## src/core/pccr_regs.svh

```systemverilog
// register offsets, field positions and reset values of the clock configuration bank
// assumes inclusion by bare name from core/ files
`ifndef PCCR_REGS_SVH
`define PCCR_REGS_SVH
`define PCCR_DEV_ADDR 7'h69
`define PCCR_OFF_OUTPUT_ENABLE 8'h09
`define PCCR_OFF_BANK1 8'h0C
`define PCCR_OFF_OSC_GAIN 8'h12
`define PCCR_OFF_LOAD_CAP 8'h13
`define PCCR_OFF_PUMP_FB_HIGH 8'h40
`define PCCR_OFF_FB_BASE_LOW 8'h41
`define PCCR_OFF_ODD_PREDIV 8'h42
`define PCCR_OFF_XPOINT_A 8'h44
`define PCCR_OFF_XPOINT_B 8'h45
`define PCCR_OFF_XPOINT_C 8'h46
`define PCCR_OFF_BANK2 8'h47
`define PCCR_RST_OUTPUT_ENABLE 8'h00
`define PCCR_RST_BANK 8'h08
`define PCCR_RST_OSC_GAIN 8'h20
`define PCCR_RST_LOAD_CAP 8'h00
`define PCCR_RST_PUMP_FB_HIGH 8'hC0
`define PCCR_RST_FB_BASE_LOW 8'h00
`define PCCR_RST_ODD_PREDIV 8'h00
`define PCCR_RST_XPOINT 8'h00
`define PCCR_RST_XPOINT_C 8'h3F
`define PCCR_MASK_OUTPUT_ENABLE 8'h3F
`define PCCR_MASK_OSC_GAIN 8'h18
`define PCCR_FIX_OSC_GAIN 8'h20
`define PCCR_MASK_PUMP_FB_HIGH 8'h1F
`define PCCR_FIX_PUMP_FB_HIGH 8'hC0
`define PCCR_MASK_XPOINT_C 8'hC0
`define PCCR_FIX_XPOINT_C 8'h3F
`define PCCR_GAIN_MSB 4
`define PCCR_GAIN_LSB 3
`define PCCR_BANK_SRC_BIT 7
`endif

```

## src/core/pccr_pkg.sv

```systemverilog
// types of the clock configuration bank
// assumes nothing of its surroundings
package pccr_pkg;
	typedef enum logic [6:0] {
		PCCR_IDLE = 7'b000_0001,
		PCCR_DEVADDR = 7'b000_0010,
		PCCR_ACK = 7'b000_0100,
		PCCR_REGADDR = 7'b000_1000,
		PCCR_WDATA = 7'b001_0000,
		PCCR_RDATA = 7'b010_0000,
		PCCR_RACK = 7'b100_0000
	} pccr_state_t;
endpackage : pccr_pkg

```

## src/core/pccr_wr_if.sv

```systemverilog
// write/read carrier between the serial slave and the register store
// assumes one clock on both sides
`timescale 1ns/1ps
`default_nettype none
interface pccr_wr_if;
	logic we;
	logic [7:0] addr;
	logic [7:0] wdata;
	logic [7:0] rdata;
	modport slave_side (output we, output addr, output wdata, input rdata);
	modport store_side (input we, input addr, input wdata, output rdata);
endinterface : pccr_wr_if
`default_nettype wire

```

## src/core/pccr_store.sv

```systemverilog
// register store of the clock configuration bank
// assumes writes arrive one cycle pulse at a time from the serial slave
`timescale 1ns/1ps
`default_nettype none
`include "pccr_regs.svh"
module pccr_store (
	input wire logic clk,
	input wire logic rst,
	pccr_wr_if.store_side bus,
	output logic [7:0] output_enable,
	output logic [7:0] bank1_source_divisor,
	output logic [7:0] oscillator_gain,
	output logic [7:0] load_capacitance,
	output logic [7:0] pump_and_feedback_high,
	output logic [7:0] feedback_base_low,
	output logic [7:0] odd_bit_and_predivider,
	output logic [7:0] crosspoint_select_a,
	output logic [7:0] crosspoint_select_b,
	output logic [7:0] crosspoint_select_c,
	output logic [7:0] bank2_source_divisor
);
	// register hits
	wire hit_oe = bus.we && bus.addr == `PCCR_OFF_OUTPUT_ENABLE;
	wire hit_b1 = bus.we && bus.addr == `PCCR_OFF_BANK1;
	wire hit_gain = bus.we && bus.addr == `PCCR_OFF_OSC_GAIN;
	wire hit_cap = bus.we && bus.addr == `PCCR_OFF_LOAD_CAP;
	wire hit_pump = bus.we && bus.addr == `PCCR_OFF_PUMP_FB_HIGH;
	wire hit_fbl = bus.we && bus.addr == `PCCR_OFF_FB_BASE_LOW;
	wire hit_odd = bus.we && bus.addr == `PCCR_OFF_ODD_PREDIV;
	wire hit_xa = bus.we && bus.addr == `PCCR_OFF_XPOINT_A;
	wire hit_xb = bus.we && bus.addr == `PCCR_OFF_XPOINT_B;
	wire hit_xc = bus.we && bus.addr == `PCCR_OFF_XPOINT_C;
	wire hit_b2 = bus.we && bus.addr == `PCCR_OFF_BANK2;

	// reset gives the blank defaults; writes are volatile
	always_ff @(posedge clk or posedge rst)
	begin
		if (rst)
		begin
			output_enable <= `PCCR_RST_OUTPUT_ENABLE;
			bank1_source_divisor <= `PCCR_RST_BANK;
			oscillator_gain <= `PCCR_RST_OSC_GAIN;
			load_capacitance <= `PCCR_RST_LOAD_CAP;
			pump_and_feedback_high <= `PCCR_RST_PUMP_FB_HIGH;
			feedback_base_low <= `PCCR_RST_FB_BASE_LOW;
			odd_bit_and_predivider <= `PCCR_RST_ODD_PREDIV;
			crosspoint_select_a <= `PCCR_RST_XPOINT;
			crosspoint_select_b <= `PCCR_RST_XPOINT;
			crosspoint_select_c <= `PCCR_RST_XPOINT_C;
			bank2_source_divisor <= `PCCR_RST_BANK;
		end
		else
		begin
			if (hit_oe)
				output_enable <= bus.wdata & `PCCR_MASK_OUTPUT_ENABLE;
			if (hit_b1)
				bank1_source_divisor <= bus.wdata;
			if (hit_gain)
				oscillator_gain <= (bus.wdata & `PCCR_MASK_OSC_GAIN) | `PCCR_FIX_OSC_GAIN;
			if (hit_cap)
				load_capacitance <= bus.wdata;
			if (hit_pump)
				pump_and_feedback_high <= (bus.wdata & `PCCR_MASK_PUMP_FB_HIGH) | `PCCR_FIX_PUMP_FB_HIGH;
			if (hit_fbl)
				feedback_base_low <= bus.wdata;
			if (hit_odd)
				odd_bit_and_predivider <= bus.wdata;
			if (hit_xa)
				crosspoint_select_a <= bus.wdata;
			if (hit_xb)
				crosspoint_select_b <= bus.wdata;
			if (hit_xc)
				crosspoint_select_c <= (bus.wdata & `PCCR_MASK_XPOINT_C) | `PCCR_FIX_XPOINT_C;
			if (hit_b2)
				bank2_source_divisor <= bus.wdata;
		end
	end

	// read mux; unmapped reads return zero
	always_comb
	begin
		case (bus.addr)
			`PCCR_OFF_OUTPUT_ENABLE: bus.rdata = output_enable;
			`PCCR_OFF_BANK1: bus.rdata = bank1_source_divisor;
			`PCCR_OFF_OSC_GAIN: bus.rdata = oscillator_gain;
			`PCCR_OFF_LOAD_CAP: bus.rdata = load_capacitance;
			`PCCR_OFF_PUMP_FB_HIGH: bus.rdata = pump_and_feedback_high;
			`PCCR_OFF_FB_BASE_LOW: bus.rdata = feedback_base_low;
			`PCCR_OFF_ODD_PREDIV: bus.rdata = odd_bit_and_predivider;
			`PCCR_OFF_XPOINT_A: bus.rdata = crosspoint_select_a;
			`PCCR_OFF_XPOINT_B: bus.rdata = crosspoint_select_b;
			`PCCR_OFF_XPOINT_C: bus.rdata = crosspoint_select_c;
			`PCCR_OFF_BANK2: bus.rdata = bank2_source_divisor;
			default: bus.rdata = 8'h00;
		endcase
	end
endmodule : pccr_store
`default_nettype wire

```

## src/core/pccr_top.sv

```systemverilog
// clock configuration bank: serial slave, register store and field decode
// Operation
// - outputs from pll, divided ref, or ref
// - six outputs each pick one of seven
// - two /2, /3, /4, two programmable divisors
// - seventh source passes reference straight through
// - blank state: defaults, outputs off, oscillator on
// - slave answers at seven-bit address 69h
// - eight-bit register address, eight data bits
// - writes volatile; reset restores defaults
// - oscillator gain in bits 4:3 of 12h
// - load capacitance code in register 13h
// - load capacitance code defaults to zero
// - 44h-46h three-bit per-output source selects
// - 0ch: bank 1 source and divisor
// - 47h: bank 2 source and divisor
// - 42h: feedback odd bit and predivider
// - 40h: fixed 110, pump, feedback high bits
// assumes serial clock and data pins are asynchronous to clk and are much slower than it
`timescale 1ns/1ps
`default_nettype none
`include "pccr_regs.svh"
module pccr_top (
	input wire logic clk,
	input wire logic rst,
	input wire logic scl_in,
	input wire logic sda_in,
	output logic sda_out,
	output logic sda_oe,
	output logic osc_enable,
	output logic [5:0] output_enable_bits,
	output logic bank1_source_select,
	output logic [6:0] bank1_divisor,
	output logic bank2_source_select,
	output logic [6:0] bank2_divisor,
	output logic [1:0] osc_gain_setting,
	output logic [7:0] load_cap_code,
	output logic [2:0] pump_setting,
	output logic [9:0] feedback_base_count,
	output logic feedback_odd_bit,
	output logic [6:0] predivider,
	output logic [17:0] output_source_select
);
	// three-stage input sync; a change counts when stages two and three agree
	logic [2:0] scl_sync;
	logic [2:0] sda_sync;
	logic scl_f;
	logic sda_f;
	always_ff @(posedge clk or posedge rst)
	begin
		if (rst)
		begin
			scl_sync <= 3'h7;
			sda_sync <= 3'h7;
		end
		else
		begin
			scl_sync <= {scl_sync[1:0], scl_in};
			sda_sync <= {sda_sync[1:0], sda_in};
		end
	end

	// filtered levels hold until stages two and three agree
	always_ff @(posedge clk or posedge rst)
	begin
		if (rst)
		begin
			scl_f <= 1'b1;
			sda_f <= 1'b1;
		end
		else
		begin
			if (scl_sync[1] == scl_sync[2])
				scl_f <= scl_sync[2];
			if (sda_sync[1] == sda_sync[2])
				sda_f <= sda_sync[2];
		end
	end

	// previous filtered levels for edge and condition detection
	logic scl_q;
	logic sda_q;
	always_ff @(posedge clk or posedge rst)
	begin
		if (rst)
		begin
			scl_q <= 1'b1;
			sda_q <= 1'b1;
		end
		else
		begin
			scl_q <= scl_f;
			sda_q <= sda_f;
		end
	end

	// bus events
	wire scl_rise = scl_f && !scl_q;
	wire scl_fall = !scl_f && scl_q;
	wire start_cond = scl_f && scl_q && sda_q && !sda_f;
	wire stop_cond = scl_f && scl_q && !sda_q && sda_f;

	pccr_wr_if wr ();

	pccr_pkg::pccr_state_t state;
	pccr_pkg::pccr_state_t next_state;
	logic [7:0] shift;
	logic [3:0] bit_cnt;
	logic is_read;
	logic addr_phase;
	logic [7:0] reg_addr;
	logic [7:0] tx_byte;
	logic drive_low;
	logic acked_byte;

	// byte completion and address match
	wire byte_done = scl_rise && bit_cnt == 4'h7;
	wire [7:0] shift_next = {shift[6:0], sda_f};
	wire addr_match = shift_next[7:1] == `PCCR_DEV_ADDR;
	wire wr_fire = state == pccr_pkg::PCCR_WDATA && byte_done;

	// one-hot serial slave sequence
	always_comb
	begin
		next_state = state;
		case (state)
			pccr_pkg::PCCR_IDLE: next_state = state;
			pccr_pkg::PCCR_DEVADDR:
				if (byte_done)
					next_state = addr_match ? pccr_pkg::PCCR_ACK : pccr_pkg::PCCR_IDLE;
			pccr_pkg::PCCR_ACK:
				if (scl_fall && acked_byte)
					next_state = is_read ? pccr_pkg::PCCR_RDATA
						: (addr_phase ? pccr_pkg::PCCR_REGADDR : pccr_pkg::PCCR_WDATA);
			pccr_pkg::PCCR_REGADDR:
				if (byte_done)
					next_state = pccr_pkg::PCCR_ACK;
			pccr_pkg::PCCR_WDATA:
				if (byte_done)
					next_state = pccr_pkg::PCCR_ACK;
			pccr_pkg::PCCR_RDATA:
				if (scl_fall && bit_cnt == 4'h8)
					next_state = pccr_pkg::PCCR_RACK;
			pccr_pkg::PCCR_RACK:
				if (scl_rise)
					next_state = sda_f ? pccr_pkg::PCCR_IDLE : pccr_pkg::PCCR_RDATA;
			default: next_state = pccr_pkg::PCCR_IDLE;
		endcase
		if (start_cond)
			next_state = pccr_pkg::PCCR_DEVADDR;
		else if (stop_cond)
			next_state = pccr_pkg::PCCR_IDLE;
	end

	always_ff @(posedge clk or posedge rst)
	begin
		if (rst)
			state <= pccr_pkg::PCCR_IDLE;
		else
			state <= next_state;
	end

	// bit counter, shifter and per-transfer flags
	always_ff @(posedge clk or posedge rst)
	begin
		if (rst)
		begin
			shift <= 8'h00;
			bit_cnt <= 4'h0;
			is_read <= 1'b0;
			addr_phase <= 1'b0;
			reg_addr <= 8'h00;
			acked_byte <= 1'b0;
		end
		else if (start_cond)
		begin
			bit_cnt <= 4'h0;
			acked_byte <= 1'b0;
		end
		else
		begin
			if (scl_rise && state != pccr_pkg::PCCR_ACK && state != pccr_pkg::PCCR_RACK)
			begin
				shift <= shift_next;
				bit_cnt <= bit_cnt + 4'h1;
			end
			if (state == pccr_pkg::PCCR_ACK && scl_rise)
				acked_byte <= 1'b1; // ack clock seen; leave on its falling edge
			if (state != pccr_pkg::PCCR_ACK)
				acked_byte <= 1'b0;
			if (state == pccr_pkg::PCCR_ACK && scl_fall && acked_byte)
				bit_cnt <= 4'h0;
			if (state == pccr_pkg::PCCR_RACK && scl_rise)
				bit_cnt <= 4'h0;
			if (state == pccr_pkg::PCCR_DEVADDR && byte_done)
			begin
				is_read <= shift_next[0];
				addr_phase <= !shift_next[0];
			end
			if (state == pccr_pkg::PCCR_REGADDR && byte_done)
			begin
				reg_addr <= shift_next;
				addr_phase <= 1'b0;
			end
			if (wr_fire || (state == pccr_pkg::PCCR_RACK && scl_rise && !sda_f))
				reg_addr <= reg_addr + 8'h01; // auto-increment for bursts
		end
	end

	// store access: write strobes on the eighth data bit, before the ack clock
	assign wr.we = wr_fire;
	assign wr.addr = reg_addr;
	assign wr.wdata = shift_next;

	// read byte loaded at each read-byte start; drive low for ack or zero bit
	always_ff @(posedge clk or posedge rst)
	begin
		if (rst)
		begin
			tx_byte <= 8'h00;
			drive_low <= 1'b0;
		end
		else
		begin
			if (state == pccr_pkg::PCCR_ACK && scl_fall && acked_byte && is_read)
				tx_byte <= wr.rdata;
			else if (state == pccr_pkg::PCCR_RACK && scl_rise && !sda_f)
				tx_byte <= wr.rdata;
			else if (state == pccr_pkg::PCCR_RDATA && scl_fall && bit_cnt != 4'h0)
				tx_byte <= {tx_byte[6:0], 1'b0};
			// ack pull waits for the scl fall after the eighth bit; pulling with scl high fakes a start
			if (state == pccr_pkg::PCCR_ACK && !(scl_fall && acked_byte))
				drive_low <= drive_low || scl_fall;
			else if (next_state == pccr_pkg::PCCR_RDATA)
				drive_low <= state == pccr_pkg::PCCR_RDATA && scl_fall && bit_cnt != 4'h0
					? !tx_byte[6] : (state == pccr_pkg::PCCR_RDATA ? drive_low : !wr.rdata[7]);
			else
				drive_low <= 1'b0;
		end
	end

	// open-drain data pin: only ever pulls low
	assign sda_out = 1'b0;
	assign sda_oe = drive_low;

	logic [7:0] output_enable;
	logic [7:0] bank1_source_divisor;
	logic [7:0] oscillator_gain;
	logic [7:0] load_capacitance;
	logic [7:0] pump_and_feedback_high;
	logic [7:0] feedback_base_low;
	logic [7:0] odd_bit_and_predivider;
	logic [7:0] crosspoint_select_a;
	logic [7:0] crosspoint_select_b;
	logic [7:0] crosspoint_select_c;
	logic [7:0] bank2_source_divisor;

	pccr_store u_store (
		.clk(clk),
		.rst(rst),
		.bus(wr.store_side),
		.output_enable(output_enable),
		.bank1_source_divisor(bank1_source_divisor),
		.oscillator_gain(oscillator_gain),
		.load_capacitance(load_capacitance),
		.pump_and_feedback_high(pump_and_feedback_high),
		.feedback_base_low(feedback_base_low),
		.odd_bit_and_predivider(odd_bit_and_predivider),
		.crosspoint_select_a(crosspoint_select_a),
		.crosspoint_select_b(crosspoint_select_b),
		.crosspoint_select_c(crosspoint_select_c),
		.bank2_source_divisor(bank2_source_divisor)
	);

	// oscillator never stopped by configuration
	assign osc_enable = 1'b1;

	// field decode into the analog clock path; bank sources pick vco or reference
	assign output_enable_bits = output_enable[5:0];
	assign bank1_source_select = bank1_source_divisor[`PCCR_BANK_SRC_BIT];
	assign bank1_divisor = bank1_source_divisor[6:0];
	assign bank2_source_select = bank2_source_divisor[`PCCR_BANK_SRC_BIT];
	assign bank2_divisor = bank2_source_divisor[6:0];
	assign osc_gain_setting = oscillator_gain[`PCCR_GAIN_MSB:`PCCR_GAIN_LSB];
	assign load_cap_code = load_capacitance;
	assign pump_setting = pump_and_feedback_high[4:2];
	assign feedback_base_count = {pump_and_feedback_high[1:0], feedback_base_low};
	assign feedback_odd_bit = odd_bit_and_predivider[7];
	assign predivider = odd_bit_and_predivider[6:0];
	// output one in bits 17:15 down to output six in 2:0; code 000 is the reference bypass
	assign output_source_select = {crosspoint_select_a, crosspoint_select_b, crosspoint_select_c[7:6]};
endmodule : pccr_top
`default_nettype wire

```

## config.mk

```make
export PLATFORM = sky130hd
export DESIGN_NAME = pccr_top
export DESIGN_NICKNAME = d
export VERILOG_FILES = /design/src/core/pccr_pkg.sv /design/src/core/pccr_wr_if.sv /design/src/core/pccr_store.sv /design/src/core/pccr_top.sv
export VERILOG_INCLUDE_DIRS = /design/src /design/src/core
export SDC_FILE = /design/constraint.sdc
export NUM_CORES = 1
export LEC_CHECK = 0
export BUFFER_PORTS_ARGS = -buffer_cell sky130_fd_sc_hd__clkbuf_2
export CAP_MARGIN = 20
export CORE_UTILIZATION = 52
export CTS_CLUSTER_SIZE = 16
export DETAILED_ROUTE_END_ITERATION = 8
export MAX_ROUTING_LAYER = met4
export PLACE_DENSITY = 0.76
export SYNTH_ARGS = -nofsm -noshare
export SYNTH_HDL_FRONTEND = slang
export SYNTH_SLANG_ARGS = --single-unit
```

## constraint.sdc

```tcl
create_clock -name clk -period 3.47 [get_ports clk]
set_input_delay 0.5205 -clock clk [delete_from_list [all_inputs] [get_ports clk]]
set_output_delay 0.5205 -clock clk [all_outputs]
set_load 0.01 [all_outputs]
```

==> results of run 1 <==
## kinds of logic after synthesis
kind of cell               after synthesis  share of synthesized area [%]
DFF                                    118                          49.32
AOI/OAI and AO/OA                      106                          12.80
muxes                                   91                          16.79
and+or+nand+nor                        144                          14.59
xor gates and xnor gates                 5                         0.7276
other                                    2                         0.1248
adders and majority gates                8                          1.580
buffers and inverters                   58                          4.053
## power breakdown
part	internal (mW)	switching [mW]
registers	1.46	0.196
logic	0.126	0.190
clock network	1.26	0.638
total	2.84	1.02
## path summary, 6_finish.rpt
| kind | end | slack (ns) | depth (start not counted) |
|---|---|---|---|
| min in group asynchronous | bit_cnt[0] | 0.25 | 3 |
| max reg2reg | u_store.crosspoint_select_a[0] | 0.44 | 5 |
| min reg2reg | sda_sync[1] | 0.36 | 0 |
| max | u_store.crosspoint_select_a[0] | 0.44 | 5 |
| min | sda_sync[0] | 0.19 | 1 |
| max in group asynchronous | u_store.load_capacitance[1] | 2.71 | 3 |
## flip-flops by register name, indices dropped and copies added (netlist names), 3 cells and up
signal and flops:
bit_cnt 4, reg_addr 8, scl_sync 3, sda_sync 3, shift 7, state 7, tx_byte 7, u_store.bank1_source_divisor 8
u_store.bank2_source_divisor 8, u_store.crosspoint_select_a 8, u_store.crosspoint_select_b 8, u_store.feedback_base_low 8, u_store.load_capacitance 8, u_store.odd_bit_and_predivider 8, u_store.output_enable 6, u_store.pump_and_feedback_high 5
## synth_stat cells (10+ instances only)
library cell | n | area share [%]
nor2_1 | 21 | 1.3
a22oi_1 | 12 | 1.5
a21oi_1 | 23 | 1.9
clkbuf_1 | 33 | 2.1
mux2i_1 | 11 | 1.8
dfrtp_1 | 105 | 44
and3_1 | 10 | 1.0
nor3_1 | 21 | 1.7
inv_1 | 13 | 0.81
mux2_2 | 80 | 15
o21ai_0 | 11 | 0.91
dfstp_2 | 13 | 5.7
nand3_1 | 16 | 1.3
nand2_1 | 20 | 1.2
## per-layer routing
metal,wire length [um],GRT usage [%],part of all wire (%)
met5,0,-,0
met4,430,12.48,2.4
met3,1498,6.046,8.5
met2,8438,49.37,48
met1,7218,42.33,41
## layout make-up
| type | count | area, um2 |
|---|---|---|
| tap | 140 | 175.2 |
| multi-input combinational | 356 | 2811 |
| clock inverter | 11 | 172.7 |
| sequential | 118 | 2969 |
| fill | 873 | 3953 |
| inverter | 13 | 52.55 |
| clock buffer | 20 | 466.7 |
| timing repair buffer | 87 | 478.0 |
## worst max-delay path, delay by kind of cell (launching register included)
family | cells | cell delay [ns]
flip-flops | 1 | 0.50
multiplexers | 1 | 0.39
AND/OR/NAND/NOR | 4 | 2.01
## metrics by stage
step,hold slack [ns],instance area (um2),cells,util (%)
after floorplan,0.3452,6023,532,-
after global placement,0.3468,6486,714,58.55
after detailed placement,0.3468,6486,714,58.55
after CTS,0.1828,7126,745,64.32
after global routing,0.1748,7126,745,64.32
final,0.1872,7126,745,64.32
==> flow_summary.toml, run 1 <==
[synth]
syn_area_mm2 = 0.006020
synth-main-ff-cell = "dfrtp_1"
ys_seq_elements = 118
synth_cells = 532
ys_warn_count = 0
async_flop_share_pct = 100.0
yosysSeqAreaShare_pct = 49.32
ys_types = 72
synth-edff-count = 0
avgSynthCellArea_um2 = 11.31
synth_nets = 542

[flow_run]
maxCapViolCount = 0

[sta]
setup_tns_ns = 0
worst_slew_pin_slew_ns = 1.103
fmax_mhz = 329.9
finalCriticalPeriod_ns = 3.031
clock_skew_ns = 0.007961
finalHoldViolCount = 0
drv_slew = 0
fin_ws_ns = 0.4390
relSlewSlack_pct = 26.47
rsz0062_at_grt = "false"
post-route-period-util_pct = 87.35
setup_viol = 0

[placement]
dp_slack_ns = 0.4746
gp_congestion = 0.9102
dpl.hpwl_mm = 11.47
io_buffers = 75

[floorplanning]
rows = 38
core-area_mm2 = 0.01108
start_util_pct = 54.34
num_io_pins = 78
die_y_um = 109.6
die_x_um = 109.6
dieArea_mm2 = 0.01201

[global_route]
antenna_found_initial = 0
grt_pass1_wl_mm = 27.34
grt_overflow = 0
grt.total_usage_pct = 32.11
grt_max_degree = 119
first_global_vias = 4818

[critical_path]
cp-start-kind = "flop"
cp-startpoint = "state[5]"
worstPathRequired_ns = 3.76
worstPathArrival_ns = 3.32
path_cells = "or4_1 > nor4_4 > and2_1 > and3_1 > mux2_2"
crit_path_max_fanout = 13
cpMaxStageDelayCell = "or4_1"
critPathMaxStageDelay_ns = 0.67
reg2reg_from = "state[5]"
end_kind = "flop"
worstSetupPathType = "flop to flop"

[drt]
drt_iter0_markers = 504
drt-total-wl_mm = 17.59
vias = 4924
vias_per_cell = 6.609
first_pass_iters = 7
wl_per_cell_um = 23.60
drcViolationCount = 0
drtAntennaViolNets = 0

[clock_tree]
path_clk_slew_ns = 0.05
clock_sinks = 118
worstSkewPairLatency_ns = 0.41
post_cts_resized = 0
cts_tree = "yes"
cts_buffers = 17
cts_max_path_buffers = 2
cts_root_buffer = "clkbuf_16"
postCtsSetupRepairBufs = 0
cts-hold-fix-buffers = 0
h-tree-depth = 4

[worst_hold_path]
min_path_type = "input port to flop"
hold_start = "sda_in"

[finish]
final_nets = 603
final_common_cell = "dfrtp_1"
diodes = 0
mostFrequentLayoutCells = "105 x dfrtp_1, 80 x mux2_2, 75 x clkbuf_2"
area_delta_synth_final_pct = 18.37
drive_gt1_share_pct = 37.19

[power]
p_per_area_mw_per_mm2 = 542.0
power_mw = 3.862
peakVddDrop_mv = 0.3738
leakage_nw = 3.467

[status]
status = "finished clean"
No activity file was read; power rests on OpenSTA's default activity.
==> inputs of run 2 (changes only) <==
--- a/config.mk
+++ b/config.mk
@@ -8,6 +8,7 @@
 export LEC_CHECK = 0
 export BUFFER_PORTS_ARGS = -buffer_cell sky130_fd_sc_hd__clkbuf_2
 export CAP_MARGIN = 20
+export CORE_MARGIN = 4
 export CORE_UTILIZATION = 52
 export CTS_CLUSTER_SIZE = 16
 export DETAILED_ROUTE_END_ITERATION = 8
==> run 2 against run 1 <==
Effect of this change:
- hold slack worse by 0.0066 ns
- power is 3.1% lower
- count of clock-buffer cells in the layout is 2 lower
- clock skew hardly changed
- maximum frequency is 1.9% lower
- first-iteration DRC count is 7.7% lower
- sequential share of layout area is 0.39 points higher
- wire length is 5.6% lower
- combinational power is 16% lower
- clock power is 5% lower
- critical endpoint is now u_store.crosspoint_select_a[7]
- highest routed layer unchanged
==> flow_summary.toml, run 2 (same netlist as run 1, synthesis figures left out) <==
[worst_hold_path]
min_path_type = "input port to flop"

[placement]
gp_congestion = 0.8926
dp_slack_ns = 0.4327
dpl.hpwl_mm = 11.16
io_buffers = 75

[global_route]
grt_overflow = 0
grt.total_usage_pct = 27.20
antenna_found_initial = 0
grt_max_degree = 79
grt_pass1_wl_mm = 26.63
first_global_vias = 4728

[critical_path]
reg2reg_from = "state[2]"
worstPathRequired_ns = 3.77
ff2ff_path_depth = 5
worstSetupPathType = "flop to flop"
end_kind = "flop"
crit_path_max_fanout = 15
cp-endpoint = "u_store.crosspoint_select_a[7]"
rrSetupSlack_ns = 0.38
worstPathArrival_ns = 3.39
cp-startpoint = "state[2]"
cp-start-kind = "flop"
r2r_end = "u_store.crosspoint_select_a[7]"

[floorplanning]
die_x_um = 115.6
dieArea_mm2 = 0.01336
num_io_pins = 78
rows = 39
die_y_um = 115.6
start_util_pct = 52.94
core-area_mm2 = 0.01137

[sta]
clock_skew_ns = 0.007832
finalHoldViolCount = 0
finalCriticalPeriod_ns = 3.089
setup_viol = 0
setup_tns_ns = 0
drv_slew = 0
relSlewSlack_pct = 34.61
fin_ws_ns = 0.3811
worst_slew_pin_slew_ns = 0.9809
rsz0062_at_grt = "false"
fmax_mhz = 323.7
post-route-period-util_pct = 89.02
holdWs_ns = 0.1806

[finish]
mostFrequentLayoutCells = "105 x dfrtp_1, 80 x mux2_2, 75 x clkbuf_2"
final_nets = 598
area_delta_synth_final_pct = 17.27
final_common_cell = "dfrtp_1"
nFillCells = 900
drive_gt1_share_pct = 36.61
diodes = 0
final_core_util_pct = 62.09

[power]
p_per_area_mw_per_mm2 = 530.0
leakage_nw = 3.423
peakVddDrop_mv = 0.4408

[status]
status = "finished clean"

[clock_tree]
worstSkewPairLatency_ns = 0.42
cts_max_path_buffers = 2
clock_sinks = 118
cts-hold-fix-buffers = 0
path_clk_slew_ns = 0.06
cts_tree = "yes"
cts_buffers = 17
h-tree-depth = 4
cts_root_buffer = "clkbuf_16"
post_cts_resized = 0
postCtsSetupRepairBufs = 0

[drt]
vias = 4743
drt_iter0_markers = 465
vias_per_cell = 6.375
wl_per_cell_um = 22.31
drtAntennaViolNets = 0
first_pass_iters = 6
drt-total-wl_mm = 16.60
drcViolationCount = 0

[flow_run]
maxCapViolCount = 0
-- run 2: cell count changes in the layout (fill, tap and decap cells not counted) --
cell	delta
buf_4	-5
bufinv_16	-1
clkbuf_1	+1
clkbuf_8	-3
clkinv_4	+3
inv_6	+1
-- run 2: where the power goes --
| part | switching, mW | internal, mW | total (mW) |
|---|---|---|---|
| registers | 0.228 | 1.46 | 1.68 |
| logic | 0.147 | 0.119 | 0.266 |
| clock network | 0.659 | 1.13 | 1.79 |
-- run 2: per-stage QoR --
step           cells  total power [mW]  instance area, um2
4_1_cts          744             3.757                7059
2_1_floorplan    532             1.825                6023
3_5_place_dp     712             1.962                6452
5_1_grt          744             3.860                7059
6_report         744             3.741                7059
3_3_place_gp     712             1.947                6452
-- run 2: cell type report --
class	count	area, um2	share of cell area (%)
well taps	143	178.9	2.535
inverters	13	52.55	0.7444
multi-input cells	356	2811	39.83
repair buffers	82	440.4	6.239
clock inverters	14	177.7	2.517
flip-flops and latches	118	2969	42.06
clock buffers	18	429.2	6.079
-- run 2: metal layers --
| metal | wire length, um | track usage [%] | vias to the layer above |
|---|---|---|---|
| li1 | - | - | 2107 |
| met5 | 0 | - | - |
| met3 | 1202 | 6.371 | 40 |
| met2 | 7874 | 39.51 | 221 |
| met4 | 371 | 10.95 | 0 |
| met1 | 7152 | 36.97 | 2375 |
-- run 2: critical path: stages (launching register included) --
cell and delay [ns]:
dfrtp_1 0.52, or4_1 0.72, nor4_4 0.41, and2_1 0.47
and3_1 0.47, mux2_2 0.38
-- run 2: worst min-delay path by stage --
stage / slack, ns / to / start / cells past startpoint
finish: 0.18 / sda_sync[0] / sda_in / 1
global route: 0.17 / sda_sync[0] / sda_in / 1
CTS: 0.17 / sda_sync[0] / sda_in / 1
detailed placement: 0.35 / sda_sync[1] / sda_sync[0] / 0
global placement: 0.35 / scl_sync[1] / scl_sync[0] / 0
floorplan: 0.35 / scl_sync[1] / scl_sync[0] / 0
==> inputs of run 3 (changes only) <==
==> constraint.sdc (replaced) <==
create_clock -name clk -period 2.55 [get_ports clk]
set_input_delay 0.3825 -clock clk [delete_from_list [all_inputs] [get_ports clk]]
set_output_delay 0.3825 -clock clk [all_outputs]
set_load 0.01 [all_outputs]
==> run 3 against run 2 <==
Effect of this change:
- cell count increased by 4.4%
- count of clock-buffer cells in the layout increased by 3
- combinational power increased by 76%
- largest power group unchanged
==> flow_summary.toml, run 3 (same netlist as run 1, synthesis figures left out) <==
[finish]
diodes = 0
final_nets = 631
instances_no_fill = 777
area_delta_synth_final_pct = 21.06
mostFrequentLayoutCells = "105 x dfrtp_1, 80 x mux2_2, 75 x clkbuf_2"
drive_gt1_share_pct = 39.75
final_common_cell = "dfrtp_1"

[critical_path]
end_kind = "flop"
worstPathRequired_ns = 2.86
cp-startpoint = "state[0]"
cp-start-kind = "flop"
rrSetupSlack_ns = 0.10
ff2ff_path_depth = 5
crit_path_max_fanout = 9
reg2reg_from = "state[0]"
worstPathArrival_ns = 2.75
worstSetupPathType = "flop to flop"
r2r_end = "tx_byte[4]"

[status]
status = "finished clean"

[clock_tree]
cts_root_buffer = "clkbuf_16"
postCtsSetupRepairBufs = 0
post_cts_resized = 0
h-tree-depth = 4
cts_buffers = 17
cts-hold-fix-buffers = 0
clock_sinks = 118
cts_max_path_buffers = 2
path_clk_slew_ns = 0.06
cts_tree = "yes"
worstSkewPairLatency_ns = 0.44

[placement]
dpl.hpwl_mm = 11.86
gp_congestion = 0.9370
place_inst = 745
io_buffers = 75

[worst_hold_path]
hold_start = "sda_in"
min_path_type = "input port to flop"
hold_end = "sda_sync[0]"
min_delay_path_depth = 1

[sta]
clock_skew_ns = 0.01430
rsz0062_at_grt = "false"
fmax_mhz = 408.6
finalCriticalPeriod_ns = 2.448
worst_slew_pin_slew_ns = 0.8884
setup_viol = 0
setup_tns_ns = 0
holdWs_ns = 0.03789
finalHoldViolCount = 0
relSlewSlack_pct = 40.78
drv_slew = 0
post-route-period-util_pct = 95.98

[floorplanning]
die_x_um = 115.6
dieArea_mm2 = 0.01336
num_io_pins = 78
die_y_um = 115.6
core-area_mm2 = 0.01137
start_util_pct = 52.94
rows = 39

[global_route]
grt_overflow = 0
grt_max_degree = 82
grt_pass1_wl_mm = 26.62
first_global_vias = 4883
grt.total_usage_pct = 27.43
antenna_found_initial = 0

[power]
peakVddDrop_mv = 0.4958
leakage_nw = 3.590
power_mw = 5.062
p_per_area_mw_per_mm2 = 694.6

[drt]
drtAntennaViolNets = 0
vias = 4816
drt_iter0_markers = 598
vias_per_cell = 6.198
first_pass_iters = 5
drt-total-wl_mm = 17.06
drcViolationCount = 0
wl_per_cell_um = 21.95

[flow_run]
maxCapViolCount = 0
-- run 3: cell types whose count changed in the layout (fill, tap and decap cells not counted) --
cell | previous run | this run
buf_4 | 6 | 39
bufinv_16 | 3 | 2
clkbuf_1 | 1 | 2
clkbuf_8 | 0 | 2
clkinv_2 | 1 | 2
clkinv_4 | 4 | 2
inv_6 | 2 | 1
-- run 3: power breakdown --
group / internal (mW) / total, mW / switching [mW]
clock: 1.49 / 2.37 / 0.885
sequential: 1.98 / 2.22 / 0.240
combinational: 0.197 / 0.468 / 0.270
-- run 3: how the worst max path moves through the flow --
stage	endpoint	slack [ns]	depth (start not counted)
after floorplan	u_store.crosspoint_select_b[0]	0.16	8
after global placement	tx_byte[4]	0.18	5
after detailed placement	reg_addr[3]	0.16	7
after CTS	tx_byte[4]	0.11	5
after global routing	reg_addr[3]	0.006	7
final	tx_byte[4]	0.10	5
-- run 3: cell type report --
class | instances | area (um2)
Timing Repair Buffer | 115 | 688.2
Sequential cell | 118 | 2969
Clock inverter | 11 | 126.4
Fill cell | 868 | 4083
Multi-Input combinational cell | 356 | 2811
Clock buffer | 21 | 460.4
Inverter | 13 | 52.55
Tap cell | 143 | 178.9
-- run 3: per-stage QoR --
stage	util (%)	area, um2	worst slack [ns]
after floorplan	-	6023	0.1621
after CTS	64.09	7287	0.1094
after detailed placement	58.93	6700	0.1622
after global routing	64.09	7287	0.005575
final	64.09	7287	0.1025
after global placement	58.93	6700	0.1832
-- run 3: routing by layer --
layer,vias up,GRT usage [%],routed length (um)
li1,2162,-,-
met1,2388,36.32,7358
met2,228,40.59,8022
met3,38,6.841,1217
met4,0,11.11,457
met5,-,-,0
-- run 3: worst max-delay path, stage by stage, from the launching register on --
cell	delay (ns)
dfstp_2	0.39
or4_4	0.60
or4b_1	0.53
nor2_2	0.39
mux2i_1	0.30
a22oi_1	0.12
